### src/common/dpp_pkg.sv
// Package: constants and types of the dual PCM port framing block
`default_nettype none
package dpp_pkg;
   // Clock and frame timing
   localparam int CLK_PERIOD_NS = 8;
   localparam int FRAME_PERIOD_NS = 125000;
   // Two silent frames on the frame pulse pin mean it is tied low
   localparam int TIED_LOW_NS = 2 * FRAME_PERIOD_NS;
   localparam int TIED_LOW_CYC = TIED_LOW_NS / CLK_PERIOD_NS;
   // Strobe lengths in data bits
   localparam logic [4:0] NARROW_BITS = 5'h08;
   localparam logic [4:0] WIDE_BITS = 5'h10;
   localparam int FIFO_DEPTH = 8;
   localparam int WORD_W = 16;
   // Register byte offsets
   localparam logic [7:0] REG_CTRL = 8'h00;
   localparam logic [7:0] REG_STATUS = 8'h04;
   localparam logic [7:0] REG_LINE_TX = 8'h08;
   localparam logic [7:0] REG_MIC_TX = 8'h0C;
   localparam logic [7:0] REG_LINE_RX = 8'h10;
   localparam logic [7:0] REG_MIC_RX = 8'h14;
   // Control fields
   localparam int CTRL_LINE_WIDE = 0;
   localparam int CTRL_MIC_WIDE = 1;
   localparam int CTRL_LINE_EN = 2;
   localparam int CTRL_MIC_EN = 3;
   localparam int CTRL_FP_HIGH = 4;
   localparam logic [31:0] CTRL_RESET = 32'h0000000C;
   // Bus responses
   localparam logic [1:0] RESP_OKAY = 2'h0;
   localparam logic [1:0] RESP_SLVERR = 2'h2;
   // Framing mode of the PCM ports
   typedef enum logic [1:0] {DPP_STROBED, DPP_BUS_LOW, DPP_BUS_HIGH} dpp_link_e;
endpackage
`default_nettype wire

### src/logic/dpp_port_framing.sv
// Dual PCM port framing: strobed serial lanes, mode decode, AXI4-Lite registers
//
// Behaviour
// Line port moves data only while strobe high
// Line strobe supplied externally, every 125 us
// Mic strobe high, 8/16 bits, gates mic data
// Mode selects held low in strobed mode
// Bus modes: line strobe plus select give sub-mode
// Bus modes: mic strobe plus select give sub-mode
// Each port pair keeps its own format
// Frame pulse tied low selects strobed mode
// Streams run from 128 to 4096 kbps
// Companding pin: high A-law, low mu-law
// Format pin: high G.711, low sign-magnitude
// Outputs driven only while strobe high; the code releases them at the first bit clock rise after the strobe falls
`default_nettype none

// Word buffer with valid/ready on both sides
module dpp_fifo #(
   parameter int WIDTH = 17,
   parameter int DEPTH = dpp_pkg::FIFO_DEPTH
) (
   // Clock and reset
   input wire logic core_clk,
   input wire logic sys_rst,
   // Fill side
   input wire logic inValid,
   output logic inReady,
   input wire logic [WIDTH-1:0] inData,
   // Drain side
   output logic outValid,
   input wire logic outReady,
   output logic [WIDTH-1:0] outData
);
   localparam int AW = $clog2(DEPTH);
   logic [WIDTH-1:0] mem [DEPTH];
   logic [AW-1:0] wrIdx;
   logic [AW-1:0] rdIdx;
   logic [AW:0] count;
   logic push;
   logic pop;

   function automatic logic [AW-1:0] bump(input logic [AW-1:0] idx);
      bump = (idx == AW'(DEPTH - 1)) ? '0 : idx + 1'b1;
   endfunction

   // Honest flags from the occupancy count
   assign inReady = (count != (AW+1)'(DEPTH));
   assign outValid = (count != '0);
   assign outData = mem[rdIdx];
   assign push = inValid && inReady;
   assign pop = outValid && outReady;

   // Storage
   always_ff @(posedge core_clk) begin
      if (push) begin
         mem[wrIdx] <= inData;
      end
   end

   // Pointers and count
   always_ff @(posedge core_clk or posedge sys_rst) begin
      if (sys_rst) begin
         wrIdx <= '0;
         rdIdx <= '0;
         count <= '0;
      end else begin
         if (push) begin
            wrIdx <= bump(wrIdx);
         end
         if (pop) begin
            rdIdx <= bump(rdIdx);
         end
         if (push && !pop) begin
            count <= count + 1'b1;
         end else if (pop && !push) begin
            count <= count - 1'b1;
         end
      end
   end
endmodule

// One strobed serial port pair: input capture and output shift
module dpp_lane (
   // Clock and reset
   input wire logic core_clk,
   input wire logic sys_rst,
   // Synchronised link
   input wire logic bitRise,
   input wire logic bitFall,
   input wire logic strobe,
   input wire logic serIn,
   // Control
   input wire logic enable,
   input wire logic wide16,
   input wire logic [15:0] txWord,
   // Serial output
   output logic serOut,
   output logic serOeN,
   // Received words
   output logic popValid,
   input wire logic popReady,
   output logic [16:0] popData
);
   logic inFrame;
   logic capture;
   logic [15:0] txShift;
   logic [15:0] rxShift;
   logic [4:0] rxCount;
   logic pushValid;
   logic pushReady;
   logic [16:0] pushData;
   logic frameStart;
   logic frameEnd;

   assign frameStart = bitRise && strobe && !inFrame;
   assign frameEnd = bitRise && !strobe && inFrame;

   // Frame tracking; a full buffer stalls capture for the whole frame
   always_ff @(posedge core_clk or posedge sys_rst) begin
      if (sys_rst) begin
         inFrame <= 1'b0;
         capture <= 1'b0;
      end else if (!enable) begin
         inFrame <= 1'b0;
         capture <= 1'b0;
      end else if (frameStart) begin
         inFrame <= 1'b1; // see
         capture <= pushReady;
      end else if (frameEnd) begin
         inFrame <= 1'b0;
      end
   end

   // Output shifter, MSB first, changes on bit clock rise
   always_ff @(posedge core_clk or posedge sys_rst) begin
      if (sys_rst) begin
         serOut <= 1'b0;
         serOeN <= 1'b1;
         txShift <= '0;
      end else if (!enable || (bitRise && !strobe)) begin
         serOeN <= 1'b1;
      end else if (frameStart) begin
         serOeN <= 1'b0;
         serOut <= wide16 ? txWord[15] : txWord[7];
         txShift <= wide16 ? {txWord[14:0], 1'b0} : {txWord[6:0], 9'h000};
      end else if (bitRise && strobe) begin
         serOut <= txShift[15];
         txShift <= {txShift[14:0], 1'b0};
      end
   end

   // Input shifter, samples on bit clock fall inside the strobe
   always_ff @(posedge core_clk or posedge sys_rst) begin
      if (sys_rst) begin
         rxShift <= '0;
         rxCount <= '0;
      end else if (frameStart) begin
         rxCount <= '0;
      end else if (bitFall && inFrame && capture && strobe) begin
         rxShift <= {rxShift[14:0], serIn};
         if (rxCount != 5'h1F) begin
            rxCount <= rxCount + 1'b1;
         end
      end
   end

   // Only 8 or 16 bit strobes yield a word; others are dropped
   assign pushValid = frameEnd && capture &&
                      (rxCount == dpp_pkg::NARROW_BITS || rxCount == dpp_pkg::WIDE_BITS);
   assign pushData = (rxCount == dpp_pkg::WIDE_BITS) ? {1'b1, rxShift} :
                     {9'h000, rxShift[7:0]};

   dpp_fifo #(.WIDTH(17), .DEPTH(dpp_pkg::FIFO_DEPTH)) rxBuf (
      .core_clk(core_clk),
      .sys_rst(sys_rst),
      .inValid(pushValid),
      .inReady(pushReady),
      .inData(pushData),
      .outValid(popValid),
      .outReady(popReady),
      .outData(popData)
   );
endmodule

// Top: pin synchronisers, mode decode, lanes and register slave
module dpp_port_framing #(
   parameter int TIED_LOW_CYCLES = dpp_pkg::TIED_LOW_CYC
) (
   // Clock and reset
   input wire logic core_clk,
   input wire logic sys_rst,
   // AXI4-Lite write
   input wire logic [7:0] s_axi_awaddr,
   input wire logic s_axi_awvalid,
   output logic s_axi_awready,
   input wire logic [31:0] s_axi_wdata,
   input wire logic [3:0] s_axi_wstrb,
   input wire logic s_axi_wvalid,
   output logic s_axi_wready,
   output logic [1:0] s_axi_bresp,
   output logic s_axi_bvalid,
   input wire logic s_axi_bready,
   // AXI4-Lite read
   input wire logic [7:0] s_axi_araddr,
   input wire logic s_axi_arvalid,
   output logic s_axi_arready,
   output logic [31:0] s_axi_rdata,
   output logic [1:0] s_axi_rresp,
   output logic s_axi_rvalid,
   input wire logic s_axi_rready,
   // PCM pins
   input wire logic pcmBitClk,
   input wire logic framePulseIn,
   input wire logic linePortStrobe,
   input wire logic micPortStrobe,
   input wire logic linePortModeSel,
   input wire logic micPortModeSel,
   input wire logic lineRxIn,
   input wire logic micTxIn,
   output logic lineTxOut,
   output logic lineTxOeN,
   output logic micRxOut,
   output logic micRxOeN,
   // Coding select pins
   input wire logic lawSelA,
   input wire logic codeSelItu
);
   logic [9:0] pinMeta;
   logic [9:0] pinSync;
   logic bitPrev;
   logic bitRise;
   logic bitFall;
   logic busMode;
   logic [$clog2(TIED_LOW_CYCLES+1)-1:0] quietCnt;
   dpp_pkg::dpp_link_e linkMode;
   logic strobed;
   logic [31:0] ctrl;
   logic [15:0] lineTxWord;
   logic [15:0] micTxWord;
   logic linePopValid;
   logic micPopValid;
   logic [16:0] linePopData;
   logic [16:0] micPopData;
   logic [1:0] lineSub;
   logic [1:0] micSub;
   logic [31:0] status;
   logic wrFire;
   logic rdFire;
   logic [31:0] rdMux;
   logic rdOk;
   logic wrOk;

   function automatic logic [31:0] merge(input logic [31:0] old, input logic [31:0] nw,
                                         input logic [3:0] strb);
      for (int i = 0; i < 4; i++) begin
         old[8*i +: 8] = strb[i] ? nw[8*i +: 8] : old[8*i +: 8];
      end
      merge = old;
   endfunction

   // Two flops on every pin; bit clock edges seen at up to 4096 kbps
   always_ff @(posedge core_clk or posedge sys_rst) begin
      if (sys_rst) begin
         pinMeta <= '0;
         pinSync <= '0;
         bitPrev <= 1'b0;
      end else begin
         pinMeta <= {codeSelItu, lawSelA, micTxIn, lineRxIn, micPortModeSel,
                     linePortModeSel, micPortStrobe, linePortStrobe, framePulseIn, pcmBitClk};
         pinSync <= pinMeta;
         bitPrev <= pinSync[0];
      end
   end
   assign bitRise = pinSync[0] && !bitPrev;
   assign bitFall = !pinSync[0] && bitPrev;

   // Frame pulse quiet for two frames means tied low: strobed mode
   always_ff @(posedge core_clk or posedge sys_rst) begin
      if (sys_rst) begin
         busMode <= 1'b0;
         quietCnt <= '0;
      end else if (pinSync[1]) begin
         busMode <= 1'b1;
         quietCnt <= '0;
      end else if (quietCnt == $bits(quietCnt)'(TIED_LOW_CYCLES - 1)) begin
         busMode <= 1'b0;
      end else begin
         quietCnt <= quietCnt + 1'b1;
      end
   end

   // Pulse polarity of the bus modes is told by software
   always_comb begin
      if (!busMode) begin
         linkMode = dpp_pkg::DPP_STROBED;
      end else if (ctrl[dpp_pkg::CTRL_FP_HIGH]) begin
         linkMode = dpp_pkg::DPP_BUS_HIGH;
      end else begin
         linkMode = dpp_pkg::DPP_BUS_LOW;
      end
   end
   assign strobed = (linkMode == dpp_pkg::DPP_STROBED);

   // Strobe pins turn into static sub-mode bits in the bus modes
   assign lineSub = strobed ? 2'h0 : {pinSync[4], pinSync[2]};
   assign micSub = strobed ? 2'h0 : {pinSync[5], pinSync[3]};

   // Line pair: receive input in, send output out
   dpp_lane lineLane (
      .core_clk(core_clk),
      .sys_rst(sys_rst),
      .bitRise(bitRise),
      .bitFall(bitFall),
      .strobe(pinSync[2]),
      .serIn(pinSync[6]),
      .enable(strobed && ctrl[dpp_pkg::CTRL_LINE_EN]),
      .wide16(ctrl[dpp_pkg::CTRL_LINE_WIDE]),
      .txWord(lineTxWord),
      .serOut(lineTxOut),
      .serOeN(lineTxOeN),
      .popValid(linePopValid),
      .popReady(rdFire && s_axi_araddr == dpp_pkg::REG_LINE_RX),
      .popData(linePopData)
   );

   // Mic pair: send input in, receive output out
   dpp_lane micLane (
      .core_clk(core_clk),
      .sys_rst(sys_rst),
      .bitRise(bitRise),
      .bitFall(bitFall),
      .strobe(pinSync[3]),
      .serIn(pinSync[7]),
      .enable(strobed && ctrl[dpp_pkg::CTRL_MIC_EN]),
      .wide16(ctrl[dpp_pkg::CTRL_MIC_WIDE]),
      .txWord(micTxWord),
      .serOut(micRxOut),
      .serOeN(micRxOeN),
      .popValid(micPopValid),
      .popReady(rdFire && s_axi_araddr == dpp_pkg::REG_MIC_RX),
      .popData(micPopData)
   );

   // Status word; select pins high in strobed mode flag misuse
   assign status = {20'h00000,
                    strobed && pinSync[5], strobed && pinSync[4],
                    micPopValid, linePopValid, micSub, lineSub,
                    pinSync[9], pinSync[8], // see
                    linkMode == dpp_pkg::DPP_BUS_HIGH, busMode};

   // Write channel: address and data taken together, one at a time
   assign wrFire = s_axi_awvalid && s_axi_wvalid && !s_axi_bvalid;
   assign s_axi_awready = wrFire;
   assign s_axi_wready = wrFire;
   assign wrOk = (s_axi_awaddr == dpp_pkg::REG_CTRL) ||
                 (s_axi_awaddr == dpp_pkg::REG_LINE_TX) ||
                 (s_axi_awaddr == dpp_pkg::REG_MIC_TX);

   // Writable registers
   always_ff @(posedge core_clk or posedge sys_rst) begin
      if (sys_rst) begin
         ctrl <= dpp_pkg::CTRL_RESET;
         lineTxWord <= '0;
         micTxWord <= '0;
      end else if (wrFire) begin
         case (s_axi_awaddr)
            dpp_pkg::REG_CTRL: ctrl <= merge(ctrl, s_axi_wdata, s_axi_wstrb) & 32'h0000001F;
            dpp_pkg::REG_LINE_TX: lineTxWord <= 16'(merge({16'h0000, lineTxWord}, s_axi_wdata,
                                                          s_axi_wstrb));
            dpp_pkg::REG_MIC_TX: micTxWord <= 16'(merge({16'h0000, micTxWord}, s_axi_wdata,
                                                        s_axi_wstrb));
            default: ctrl <= ctrl;
         endcase
      end
   end

   // Write response, one cycle after the take
   always_ff @(posedge core_clk or posedge sys_rst) begin
      if (sys_rst) begin
         s_axi_bvalid <= 1'b0;
         s_axi_bresp <= dpp_pkg::RESP_OKAY;
      end else if (wrFire) begin
         s_axi_bvalid <= 1'b1;
         s_axi_bresp <= wrOk ? dpp_pkg::RESP_OKAY : dpp_pkg::RESP_SLVERR;
      end else if (s_axi_bready) begin
         s_axi_bvalid <= 1'b0;
      end
   end

   // Read decode; reading a receive register pops its buffer
   assign rdFire = s_axi_arvalid && !s_axi_rvalid;
   assign s_axi_arready = !s_axi_rvalid;
   always_comb begin
      rdOk = 1'b1;
      case (s_axi_araddr)
         dpp_pkg::REG_CTRL: rdMux = ctrl;
         dpp_pkg::REG_STATUS: rdMux = status;
         dpp_pkg::REG_LINE_TX: rdMux = {16'h0000, lineTxWord};
         dpp_pkg::REG_MIC_TX: rdMux = {16'h0000, micTxWord};
         dpp_pkg::REG_LINE_RX: rdMux = {linePopValid, 14'h0000, linePopData};
         dpp_pkg::REG_MIC_RX: rdMux = {micPopValid, 14'h0000, micPopData};
         default: begin
            rdMux = 32'h00000000;
            rdOk = 1'b0;
         end
      endcase
   end

   // Read answer, one cycle after the take
   always_ff @(posedge core_clk or posedge sys_rst) begin
      if (sys_rst) begin
         s_axi_rvalid <= 1'b0;
         s_axi_rdata <= '0;
         s_axi_rresp <= dpp_pkg::RESP_OKAY;
      end else if (rdFire) begin
         s_axi_rvalid <= 1'b1;
         s_axi_rdata <= rdMux;
         s_axi_rresp <= rdOk ? dpp_pkg::RESP_OKAY : dpp_pkg::RESP_SLVERR;
      end else if (s_axi_rready) begin
         s_axi_rvalid <= 1'b0;
      end
   end
endmodule
`default_nettype wire

### config.mk
export PLATFORM = sky130hd
export DESIGN_NAME = dpp_port_framing
export DESIGN_NICKNAME = d
export VERILOG_FILES = /design/src/common/dpp_pkg.sv /design/src/logic/dpp_port_framing.sv
export SDC_FILE = /design/constraint.sdc
export NUM_CORES = 1
export LEC_CHECK = 0
export ABC_AREA = 1
export BUFFER_PORTS_ARGS = -buffer_cell sky130_fd_sc_hd__buf_2
export CORE_UTILIZATION = 64
export DETAILED_ROUTE_END_ITERATION = 8
export GPL_ROUTABILITY_DRIVEN = 0
export PLACE_DENSITY = 0.83
export SLEW_MARGIN = 20
export SYNTH_ARGS = -nofsm -noshare
export SYNTH_HDL_FRONTEND = slang
export SYNTH_HIERARCHICAL = 1
export SYNTH_SLANG_ARGS = --single-unit
### constraint.sdc
create_clock -name core_clk -period 6.1 [get_ports core_clk]
set_clock_uncertainty 0.1 [all_clocks]
set_input_delay 0.915 -clock core_clk [delete_from_list [all_inputs] [get_ports core_clk]]
set_output_delay 0.915 -clock core_clk [all_outputs]
set_load 0.05 [all_outputs]
# == Word-level counts from Yosys, hierarchy flattened ==
# Memories as Yosys holds them, arrays and structs flattened.
# Index checks and enable logic that the tools add are counted.
# classes
add_sub_neg,11
n_eq_ne,26
n_mux,62
bitwise_logic,4
n_reduce_logical,87
# op_table
operator,count
$pmux 32 s6,1
$mux 16,6
$logic_and 1x1->1,37
$mux 17,2
$eq 8x4->1 const B,4
$mux 1,31
$mux 15,2
$mux 5,6
$reduce_bool 2->1,13
$eq 8x5->1 const B,2
$logic_not 8->1,2
$mux 4,4
$add 15x1->15 const B,1
$eq 15x15->1 const B,1
$reduce_and 3->1,5
$logic_not 1->1,14
$add 3x1->3 const B,4
$eq 3x3->1 const B,4
$mux 2,6
$mux 3,4
$reduce_and 2->1,6
$add 5x1->5 const B,2
$eq 5x4->1 const B,2
$eq 5x5->1 const B,2
13 further kinds,29
# totals
ff_bits,214
mem_bits_rw,272
out_inout_bits,45
elab_cells,227
memories,2
# mem_list
memory,words,width,read_ports,rd_ports_with_merged_regs,wr,line_no,source
lineLane.rxBuf.mem,8,17,1,0,1,dpp_port_framing.sv:36,logic [WIDTH-1:0] mem [DEPTH];
micLane.rxBuf.mem,8,17,1,0,1,dpp_port_framing.sv:36,

# == Logic depth before layout (Yosys ltp) ==
# Gate-level depths: netlist of run 1.
# logic_depth
ltp_word,11
mapped_depth,18
mapped_depth_nobuf,17

# == Modules after synthesis ==
# Netlist of run 1, hierarchy kept.
# by_module_without_submodules
module,n_inst,cells_per_inst,area_each_um2,seq_area_each_um2
dpp_fifo (micLane.rxBuf),1,541,6087.1,4334.2
dpp_fifo (lineLane.rxBuf),1,541,6082.1,4334.2
dpp_port_framing,1,573,4822.1,2404.8
dpp_lane (micLane),1,268,2014.4,1002.2
dpp_lane (lineLane),1,262,1986.9,1002.2

# == Worst setup path after synthesis of run 1 ==
# OpenSTA, ideal clock, no wires.
# synth_timing
kind,input to register
start,input port s_axi_arvalid
end,register lineLane.rxBuf.count[3]
arrival_time_ns,2.757
t_required_ns,5.883
setup_slack_ns,3.125
path_stages,12
path_buffers,1
path_cell_list,nand2_1 > buf_6 > nor4_2 > nand2_1 > ha_1 > inv_1 > ha_1 > or2_2 > nand2_1 > nand2_1 > nand3_1 > nand2_1
# synth_between
elab_chain_len,6
# synth_lines
item,line_no,source
start: declaration,dpp_port_framing.sv:206,"input wire logic s_axi_arvalid,"
$logic_and 1x1->1 *,dpp_port_framing.sv:392,assign rdFire = s_axi_arvalid && !s_axi_rvalid;
$logic_and 1x1->1 *,dpp_port_framing.sv:323,".popReady(rdFire && s_axi_araddr == dpp_pkg::REG_LINE_RX),"
$logic_and 1x1->1 *,dpp_port_framing.sv:52,assign pop = outValid && outReady;
$logic_not 1->1,dpp_port_framing.sv:74,if (push && !pop) begin
$logic_and 1x1->1,dpp_port_framing.sv:74,
$mux 4 or $reduce_bool 2->1 (tied branches),n/a,
end signal: assignment,dpp_port_framing.sv:75,count <= count + 1'b1;
end signal: assignment,dpp_port_framing.sv:77,count <= count - 1'b1;
end: declaration,dpp_port_framing.sv:39,logic [AW:0] count;
# Mark *: on every way between the ends. The rest lies on a longest branch, timed or not.
# A chain may end at the register's enable or synchronous reset.

# == Worst setup path in the final report of run 1 ==
# layout_timing
start,register lineLane.rxCount[0]
end,register lineLane.rxBuf.count[3]
# layout_between
elab_chain_len,7
# layout_lines
item,line_no,source
start: declaration,dpp_port_framing.sv:109,logic [4:0] rxCount;
start signal: assignment,dpp_port_framing.sv:163,rxCount <= rxCount + 1'b1;
$eq 5x4->1 or $eq 5x5->1 (tied branches),dpp_port_framing.sv:170,(rxCount == dpp_pkg::NARROW_BITS || rxCount == dpp_pkg::WIDE_BITS);
$logic_or 1x1->1 *,dpp_port_framing.sv:170,
$logic_and 1x1->1 *,dpp_port_framing.sv:169,assign pushValid = frameEnd && capture &&
named net lineLane.pushValid,dpp_port_framing.sv:110,logic pushValid;
$logic_and 1x1->1 *,dpp_port_framing.sv:51,assign push = inValid && inReady;
named net lineLane.rxBuf.push,dpp_port_framing.sv:40,logic push;
$logic_not 1->1,dpp_port_framing.sv:76,end else if (pop && !push) begin
$logic_and 1x1->1,dpp_port_framing.sv:76,
$reduce_bool 2->1 (no source line),n/a,
# The timed path passes the listed nets; every way through them passes the cells marked *.

==> flow_metrics.tcl, run 1 <==
set metrics [dict create \
    clkPwrFrac 0.443 \
    grt_pass1_vias 15010 \
    synth.area.top_cells "edfxtp_1 (39%), dfrtp_1 (23%), nand2_1 (14%)" \
    crit_start "lineLane/rxCount[0]$_DFFE_PP0P_" \
    layout.nets 2345 \
    use_met2 0.4859 \
    synthMuxAreaShare 0 \
    register_area_mm2 0.01308 \
    via_count 15640 \
    grt_setup_unrepaired "false" \
    route.detailed.drc 0 \
    ys_top_cells_by_count "nand2_1 (791), edfxtp_1 (272), dfrtp_1 (192), nor2_1 (189), o21ai_0 (148)" \
    start_util 0.6585 \
    vias_per_cell 5.737 \
    p_sw_mw 1.397 \
    insertion_delay_ns 0.57 \
    period_share 0.5598 \
    drv_cap 0 \
    p_int_mw 5.076 \
    clk_path_buf_depth 3 \
    cts.htree.levels 2 \
    cellPowerDensity_mw_per_mm2 281.1 \
    cp-end-kind "flop" \
    power.leakage_nw 9.283 \
    cts_post_setup_buffers_inserted 0 \
    synth_adder_area_share 0.01502 \
    reg2reg_depth 14 \
    ir_drop_mv 0.2412 \
    multi_input_area_mm2 0.006689 \
    grt_use_total 0.2966 \
    synthSimpleGateAreaFrac 0.2230 \
    dp_hpwl_um 30390 \
    synth.largest_area_cell "edfxtp_1" \
    seq_area_frac_synth 0.6230 \
    start_kind "flop" \
    syn-cell-area_mm2 0.02099 \
    drt_first_pass_iters 6 \
    synth_compound_area_frac 0.07397 \
    ys_ff_latch 468 \
    io_pins 114 \
    hold_depth 0 \
    drive_above_1_share 0.1131 \
    fin_setup_tns_ns 0 \
    hold_path.class "reg2reg" \
    tightest_slew_ns 0.8718 \
    grt_pass1_wl_um 76800 \
    clk_pin_slew_ns 0.06 \
    synth_xor_xnor_area_share 0.003755 \
    hold_viol 0 \
    slew_headroom 0.4188 \
    cts-root-buf "clkbuf_16" \
    arrival_ns 3.76 \
    drtAntennaViolNets 0 \
    finalSetupViolCount 0 \
    critPathMaxFanout 10 \
    grt_max_degree 72 \
    power.share.switching 0.2158 \
    die-area_mm2 0.03353 \
    synth-edff-count 272 \
    wl_um 48730 \
    cp_data_required_time_ns 6.44 \
    die_x_um 183.1 \
    grt-busiest-layer "met2" \
    fill_cells 2145 \
    antenna_found_initial 0 \
    seqPwrFrac 0.522 \
    area_delta_synth_final_pct 9.703 \
    grt.met3_usage 0.03852 \
    wl_per_cell_um 17.88 \
    syn_avg_cell_area_um2 9.608 \
    yosys_most_used_dff "edfxtp_1" \
    r2r-start "lineLane/rxCount[0]$_DFFE_PP0P_" \
    portBuffers 79 \
    status "finished clean" \
    synth_cell_type_count 46 \
    ys_async_sr_fraction 0.4188 \
    cts_tree "built" \
    synth.top_cell.area_share 0.3891 \
    path_class "reg2reg" \
    synthCells 2185 \
    clock-sinks 468 \
    drv_slew 0 \
    ctsResizeCount 0 \
    drt-initial-drc-count 1727 \
    post_dp_cell_area_mm2 0.02145 \
    grtUsageMet1 0.3961 \
    synth_most_common_cell "nand2_1" \
    period_minus_slack_ns 3.415 \
    clock.fmax_mhz 292.9 \
    final_area_mm2 0.02303 \
    core_mm2 0.03188 \
    cts_hold_buf 0 \
    ys_warn_count 6 \
    grt.overflow.total 0 \
    synth_top_family_by_area "simple AND/OR/NAND/NOR gates" \
    antennaDiodeCount 0 \
    combPwrFrac 0.035 \
    num_rows 65 \
    min_from "pinMeta[6]$_DFF_PP0_" \
    cts_buffers 47 \
    fp.dieH_um 183.1 \
]
## per-stage QoR
stage	utilization	std cells	power [mW]	hold slack (ns)	setup WS [ns]
CTS	0.7224	2726	6.497	0.2488	2.762
finish	0.7224	2726	6.473	0.2475	2.685
global route	0.7224	2726	6.647	0.2549	2.489
global placement	0.6727	2638	3.661	0.2330	2.505
floorplan	-	2200	3.603	0.2312	2.583
detailed placement	0.6727	2638	3.668	0.2355	2.402
## metal layers
metal,part of all wire,up-vias
li1,-,7257
met1,0.39,7430
met2,0.48,802
met3,0.085,149
met4,0.046,0
met5,0,-
## final timing paths
kind,to,slack [ns]
setup reg to reg,lineLane/rxBuf/count[3]$_DFFE_PP0P_,2.69
setup / recovery,lineLane/rxBuf/count[3]$_DFFE_PP0P_,2.69
min in group asynchronous,micLane/rxBuf/count[0]$_DFFE_PP0P_,0.34
max in group asynchronous,lineTxWord[10]$_DFFE_PP0P_,4.37
hold reg to reg,pinSync[6]$_DFF_PP0_,0.25
hold / removal,pinSync[6]$_DFF_PP0_,0.25
## cells by family after synthesis
logic type               Yosys count
AND/OR/NAND/NOR                 1147
flip-flops                       468
AO/OA/AOI/OAI                    293
buffers and inverters            243
adder cells (fa/ha/maj)           24
XOR/XNOR                           9
other                              1
## sequential cells by signal, indices dropped and copies added (netlist names), 16 cells and up
name and cells:
micLane/rxShift 16, lineLane/rxShift 16, lineLane/rxBuf/mem 136, micTxWord 16
micLane/rxBuf/mem 136, lineTxWord 16, s_axi_rdata 18
## critical path: stages (launching register included)
cell,delay [ns]
dfrtp_1,0.40
inv_1,0.10
ha_1,0.18
nand4_1,0.47
a21oi_1,0.54
nand2_1,0.17
inv_2,0.15
ha_1,0.18
inv_1,0.10
ha_1,0.34
or2_2,0.32
nand2_1,0.07
nand2_1,0.05
nand3_1,0.08
nand2_1,0.05
## power by group through the flow
stage / sequential [mW] / combinational (mW) / clock (mW)
4_1_cts: 3.38 / 0.226 / 2.89
3_3_place_gp: 3.44 / 0.218 / 0
2_1_floorplan: 3.48 / 0.127 / 0
3_5_place_dp: 3.44 / 0.224 / 0
6_report: 3.38 / 0.224 / 2.87
5_1_grt: 3.38 / 0.244 / 3.02
## placed cells by master, fill, tap and decap left out, drive strengths merged
master      n
xnor2       4
dfrtp     192
a21oi      40
clkinv     19
nand3     115
nand4      13
fa          2
nand2     801
xor2        5
clkinvlp    2
or2         3
inv       136
nor4        1
nor2b       1
edfxtp    272
nand3b      2
clkbuf     69
bufinv      2
a21boi      6
nor2      204
conb       16
ha         22
buf       106
a21o        2
o21ai     244
nor3        7
dfstp       4
o21a        1
## cell type report
class / count / area share
timing repair buffer: 106 / 0.02597
clock inverter: 19 / 0.008693
sequential: 468 / 0.5680
clock buffer: 69 / 0.06003
inverter: 140 / 0.02325
tap: 435 / 0.02363
multi-input combinational: 1489 / 0.2904
(Power assumes the default switching activity.)
==> inputs of run 2 (changes only) <==
--- a/config.mk
+++ b/config.mk
@@ -7,10 +7,10 @@
 export LEC_CHECK = 0
 export ABC_AREA = 1
 export BUFFER_PORTS_ARGS = -buffer_cell sky130_fd_sc_hd__buf_2
-export CORE_UTILIZATION = 64
+export CORE_UTILIZATION = 61
 export DETAILED_ROUTE_END_ITERATION = 8
 export GPL_ROUTABILITY_DRIVEN = 0
-export PLACE_DENSITY = 0.83
+export PLACE_DENSITY = 0.8
 export SLEW_MARGIN = 20
 export SYNTH_ARGS = -nofsm -noshare
 export SYNTH_HDL_FRONTEND = slang
==> constraint.sdc (replaced) <==
create_clock -name core_clk -period 3.4 [get_ports core_clk]
set_clock_uncertainty 0.1 [all_clocks]
set_input_delay 0.51 -clock core_clk [delete_from_list [all_inputs] [get_ports core_clk]]
set_output_delay 0.51 -clock core_clk [all_outputs]
set_load 0.05 [all_outputs]
==> flow_metrics.tcl, run 2 (same netlist as run 1, synthesis figures left out) <==
set metrics [dict create \
    period_minus_slack_ns 2.863 \
    route.detailed.drc 0 \
    cts_post_setup_buffers_inserted 0 \
    power.leakage_nw 9.321 \
    antenna_found_initial 0 \
    arrival_ns 3.21 \
    p_sw_mw 2.455 \
    cp_data_required_time_ns 3.75 \
    slowest_delay_ns 0.47 \
    final_cell_mix "nand2_1 (791), edfxtp_1 (272), dfrtp_1 (190)" \
    core_mm2 0.03370 \
    cts_hold_buf 11 \
    dp_cells 2665 \
    crit_chain "inv_1 > ha_1 > nand4_2 > a21oi_1 > nand2_1 > inv_2 > ha_1 > inv_1 > ha_1 > or2_2 > nand2_1 > nand2_1 > nand3_1 > nand2_1" \
    area_delta_synth_final_pct 10.11 \
    tightest_slew_ns 0.9243 \
    critPathTopFamily "simple AND/OR/NAND/NOR gates" \
    cts-root-buf "clkbuf_16" \
    portBuffers 79 \
    start_kind "flop" \
    ctsResizeCount 0 \
    dp_hpwl_um 31760 \
    drv_slew 0 \
    status "finished clean" \
    layout.cells.non_filler 2760 \
    drt_first_pass_iters 6 \
    cts.htree.levels 2 \
    final_area_mm2 0.02312 \
    grt_pass1_wl_um 78010 \
    die-area_mm2 0.03516 \
    clk_pin_slew_ns 0.06 \
    vias_per_cell 5.675 \
    grt_pass1_vias 15040 \
    grt.overflow.total 0 \
    crit_top_cell "nand2_1" \
    via_count 15660 \
    grt_use_total 0.2827 \
    layout.nets 2368 \
    drt-initial-drc-count 1503 \
    crit_start "micLane/rxCount[0]$_DFFE_PP0P_" \
    hold_viol 0 \
    p_int_mw 8.810 \
    combPwrFrac 0.038 \
    p_total_mw 11.26 \
    met2_wirelength_um 23350 \
    grt_setup_unrepaired "false" \
    period_share 0.8420 \
    fp.dieH_um 187.5 \
    reg_top3 "lineLane/rxBuf/mem: 136 flops, micLane/rxBuf/mem: 136 flops, s_axi_rdata: 18 flops" \
    start_util 0.6229 \
    clkPwrFrac 0.424 \
    slew_headroom 0.3800 \
    whs_ns 0.05285 \
    drv_cap 0 \
    io_pins 114 \
    finalSetupViolCount 0 \
    cp_slowest_cell "dfrtp_1" \
    highest_layer "met4" \
    clock-sinks 468 \
    seqPwrFrac 0.538 \
    hold_path.class "in2reg" \
    num_rows 67 \
    cellPowerDensity_mw_per_mm2 487.3 \
    r2r-start "micLane/rxCount[0]$_DFFE_PP0P_" \
    cp-end-kind "flop" \
    critPathMaxFanout 10 \
    antennaDiodeCount 0 \
    cts_tree "built" \
    clock.fmax_mhz 349.3 \
    wl_um 49090 \
    fin_setup_tns_ns 0 \
    path_class "reg2reg" \
    die_x_um 187.5 \
    layout_commonest_cell "nand2_1" \
    drtAntennaViolNets 0 \
    wl_met3_um 4354 \
    cts_buffers 45 \
    clk_path_buf_depth 3 \
    grt_max_degree 71 \
    insertion_delay_ns 0.56 \
    power.share.switching 0.2179 \
    wl_per_cell_um 17.79 \
    ir_drop_mv 0.3777 \
    wl_met1_um 19460 \
    drive_above_1_share 0.1133 \
    min_from "s_axi_bready" \
    post_dp_cell_area_mm2 0.02159 \
    cp_num_buf_inv 3 \
]
[run 2: per-stage QoR]
| stage | setup WS (ns) | utilization |
|---|---|---|
| floorplan | 0.2879 | - |
| global route | 0.3438 | 0.6859 |
| global placement | 0.5816 | 0.6408 |
| detailed placement | 0.5447 | 0.6408 |
| finish | 0.5372 | 0.6859 |
| CTS | 0.5619 | 0.6859 |
[run 2: area by class of cell]
cell class                      instances  area [µm²]
Clock buffer                           74        1336
Fill cell                            2433       10580
Tap cell                              448       560.5
Sequential cell                       468       13080
Multi-Input combinational cell       1489        6689
Timing Repair Buffer                  131       838.3
Inverter                              140       535.5
Clock inverter                         10       76.32
[run 2: power by group through the flow]
| stage | Clock (mW) | Combinational [mW] | Sequential [mW] |
|---|---|---|---|
| 4_1_cts | 4.81 | 0.423 | 6.06 |
| 3_3_place_gp | 0 | 0.403 | 6.17 |
| 6_report | 4.78 | 0.424 | 6.06 |
| 5_1_grt | 5.04 | 0.457 | 6.07 |
| 3_5_place_dp | 0 | 0.412 | 6.18 |
| 2_1_floorplan | 0 | 0.228 | 6.24 |
[run 2: path summary, 6_finish.rpt]
kind / endpoint / slack, ns / cells after the start
min in group asynchronous: lineLane/rxBuf/rdIdx[2]$_DFFE_PP0P_ / 0.54 / 3
max in group asynchronous: micLane/rxShift[14]$_DFFE_PP0P_ / 1.71 / 4
hold / removal: s_axi_bvalid$_DFFE_PP0P_ / 0.05 / 2
setup reg to reg: micLane/rxBuf/count[3]$_DFFE_PP0P_ / 0.54 / 14
setup / recovery: micLane/rxBuf/count[3]$_DFFE_PP0P_ / 0.54 / 14
hold reg to reg: pinSync[6]$_DFF_PP0_ / 0.25 / 0
[run 2: worst reg2reg max path, cell delays in order, from the launching register on]
cell     delay [ns]
dfrtp_1        0.47
inv_1          0.09
ha_1           0.20
nand4_2        0.27
a21oi_1        0.23
nand2_1        0.10
inv_2          0.14
ha_1           0.19
inv_1          0.09
ha_1           0.34
or2_2          0.32
nand2_1        0.07
nand2_1        0.04
nand3_1        0.07
nand2_1        0.05
[run 2: metal layers]
layer,vias to the layer above,GRT usage
met1,7497,0.3863
met2,725,0.4597
met4,0,0.1160
met3,123,0.04080
met5,-,0
li1,7318,-
==> inputs of run 3 (changes only) <==
--- a/config.mk
+++ b/config.mk
@@ -7,10 +7,10 @@
 export LEC_CHECK = 0
 export ABC_AREA = 1
 export BUFFER_PORTS_ARGS = -buffer_cell sky130_fd_sc_hd__buf_2
-export CORE_UTILIZATION = 61
+export CORE_UTILIZATION = 55
 export DETAILED_ROUTE_END_ITERATION = 8
 export GPL_ROUTABILITY_DRIVEN = 0
-export PLACE_DENSITY = 0.8
+export PLACE_DENSITY = 0.76
 export SLEW_MARGIN = 20
 export SYNTH_ARGS = -nofsm -noshare
 export SYNTH_HDL_FRONTEND = slang
==> constraint.sdc (replaced) <==
create_clock -name core_clk -period 2.5 [get_ports core_clk]
set_clock_uncertainty 0.1 [all_clocks]
set_input_delay 0.375 -clock core_clk [delete_from_list [all_inputs] [get_ports core_clk]]
set_output_delay 0.375 -clock core_clk [all_outputs]
set_load 0.05 [all_outputs]
==> flow_metrics.tcl, run 3 (same netlist as run 1, synthesis figures left out) <==
set metrics [dict create \
    period_share 0.9639 \
    slew_headroom 0.4978 \
    portBuffers 79 \
    tightest_slew_ns 0.7524 \
    cellPowerDensity_mw_per_mm2 661.6 \
    p_total_mw 15.86 \
    drtAntennaViolNets 0 \
    fin_util 0.6379 \
    hold_viol 0 \
    reg_top3 "lineLane/rxBuf/mem: 136 flops, micLane/rxBuf/mem: 136 flops, s_axi_rdata: 18 flops" \
    antenna_found_initial 0 \
    layout_commonest_cell "nand2_1" \
    grt_use_total 0.2641 \
    via_count 15710 \
    clk_pin_slew_ns 0.06 \
    route.detailed.drc 0 \
    fill_cells 2899 \
    num_rows 71 \
    path_class "reg2reg" \
    clock-sinks 468 \
    met2_wirelength_um 23810 \
    clkPwrFrac 0.441 \
    p_sw_mw 3.488 \
    final_cell_mix "nand2_1 (790), edfxtp_1 (272), dfrtp_1 (189)" \
    finalSetupViolCount 0 \
    cts_tree "built" \
    vias_per_cell 5.463 \
    final_area_mm2 0.02397 \
    hold_depth 3 \
    seqPwrFrac 0.520 \
    drv_cap 0 \
    status "finished clean" \
    period_minus_slack_ns 2.410 \
    wl_um 50520 \
    io_pins 114 \
    insertion_delay_ns 0.59 \
    cts-root-buf "clkbuf_16" \
    die-area_mm2 0.03895 \
    drt-initial-drc-count 1555 \
    drt_first_pass_iters 6 \
    drv_slew 0 \
    reg2reg_depth 18 \
    grt_max_degree 57 \
    multi_input_area_mm2 0.006755 \
    clk_path_buf_depth 3 \
    register_area_mm2 0.01308 \
    layout.nets 2419 \
    power.leakage_nw 9.626 \
    critPathMaxFanout 4 \
    combPwrFrac 0.039 \
    hold_path.class "in2reg" \
    die_x_um 197.4 \
    grt_pass1_wl_um 79140 \
    drive_above_1_share 0.1379 \
    cts_buffers 47 \
    start_kind "flop" \
    dp_hpwl_um 32850 \
    highest_layer "met4" \
    grt_pass1_vias 14890 \
    post_dp_cell_area_mm2 0.02214 \
    clock.fmax_mhz 415.0 \
    cp-end-kind "flop" \
    fp.dieH_um 197.4 \
    power.share.switching 0.2199 \
    antennaDiodeCount 0 \
    wl_per_cell_um 17.57 \
    wl_met1_um 20450 \
    cp_data_required_time_ns 2.88 \
    cts.htree.levels 2 \
    wl_met3_um 4503 \
    start_util 0.5587 \
    area_delta_synth_final_pct 14.18 \
    arrival_ns 2.79 \
    p_int_mw 12.37 \
    ir_drop_mv 0.5375 \
    grt.overflow.total 0 \
    core_mm2 0.03758 \
]
[run 3: area by class of cell]
class / count / share of cell area
sequential: 468 / 0.5458
multi-input combinational: 1489 / 0.2818
timing repair buffer: 180 / 0.05899
clock buffer: 68 / 0.05533
tap: 511 / 0.02667
inverter: 140 / 0.02265
clock inverter: 19 / 0.008770
[run 3: through the flow]
stage,cells,TNS [ns],hold WS [ns],setup slack (ns)
after floorplan,2200,-9.507,0.1152,-0.07002
after global placement,2761,0,0.2320,0.06533
after detailed placement,2761,-0.06791,0.2381,-0.06791
after CTS,2872,0,0.003431,0.08934
after global routing,2875,-0.08207,0.02324,-0.06961
final,2875,0,0.02817,0.09030
[run 3: layer usage]
metal,vias up,track usage
li1,7406,-
met3,120,0.05276
met1,7537,0.3624
met5,-,0
met2,644,0.4172
met4,0,0.1002
[run 3: critical path, cell delays in order (launching register included)]
cell and delay, ns:
dfrtp_1 0.36, inv_1 0.08, nor2_4 0.22, inv_2 0.07
nor2_1 0.09, nand2_1 0.07, a21oi_2 0.10, nand2_1 0.09
inv_2 0.07, ha_2 0.18, inv_2 0.05, buf_4 0.15
ha_1 0.29, nand2_1 0.09, nand2_1 0.07, nand2_1 0.07
nand2_1 0.06, nand3_1 0.08, nand2_1 0.05
[run 3: path summary, 6_finish.rpt]
path,start,end,slack [ns]
setup / recovery,pinSync[0]$_DFF_PP0_,micLane/rxBuf/count[3]$_DFFE_PP0P_,0.09
hold / removal,s_axi_wdata[1],micTxWord[1]$_DFFE_PP0P_,0.03
setup reg to reg,pinSync[0]$_DFF_PP0_,micLane/rxBuf/count[3]$_DFFE_PP0P_,0.09
hold reg to reg,pinMeta[9]$_DFF_PP0_,pinSync[9]$_DFF_PP0_,0.25
max in group asynchronous,sys_rst,micLane/rxCount[0]$_DFFE_PP0P_,1.21
min in group asynchronous,sys_rst,micLane/rxBuf/wrIdx[2]$_DFFE_PP0P_,0.34
[run 3: power by group through the flow]
stage | Clock, mW | Combinational [mW] | Sequential (mW)
6_report | 6.99 | 0.623 | 8.25
3_5_place_dp | 0 | 0.586 | 8.40
4_1_cts | 7.08 | 0.618 | 8.25
2_1_floorplan | 0 | 0.313 | 8.48
3_3_place_gp | 0 | 0.574 | 8.40
5_1_grt | 7.34 | 0.676 | 8.25
[run 3: what timing repair did]
action | CTS | global route
endpoints found under the hold margin | 108 | 0
hold buffers | 24 | 0
endpoints found under the setup margin | 1 | 4
gates resized for setup | 1 | 11
cloned | 0 | 0
buffers inserted | 0 | 3
pin swaps | 0 | 3
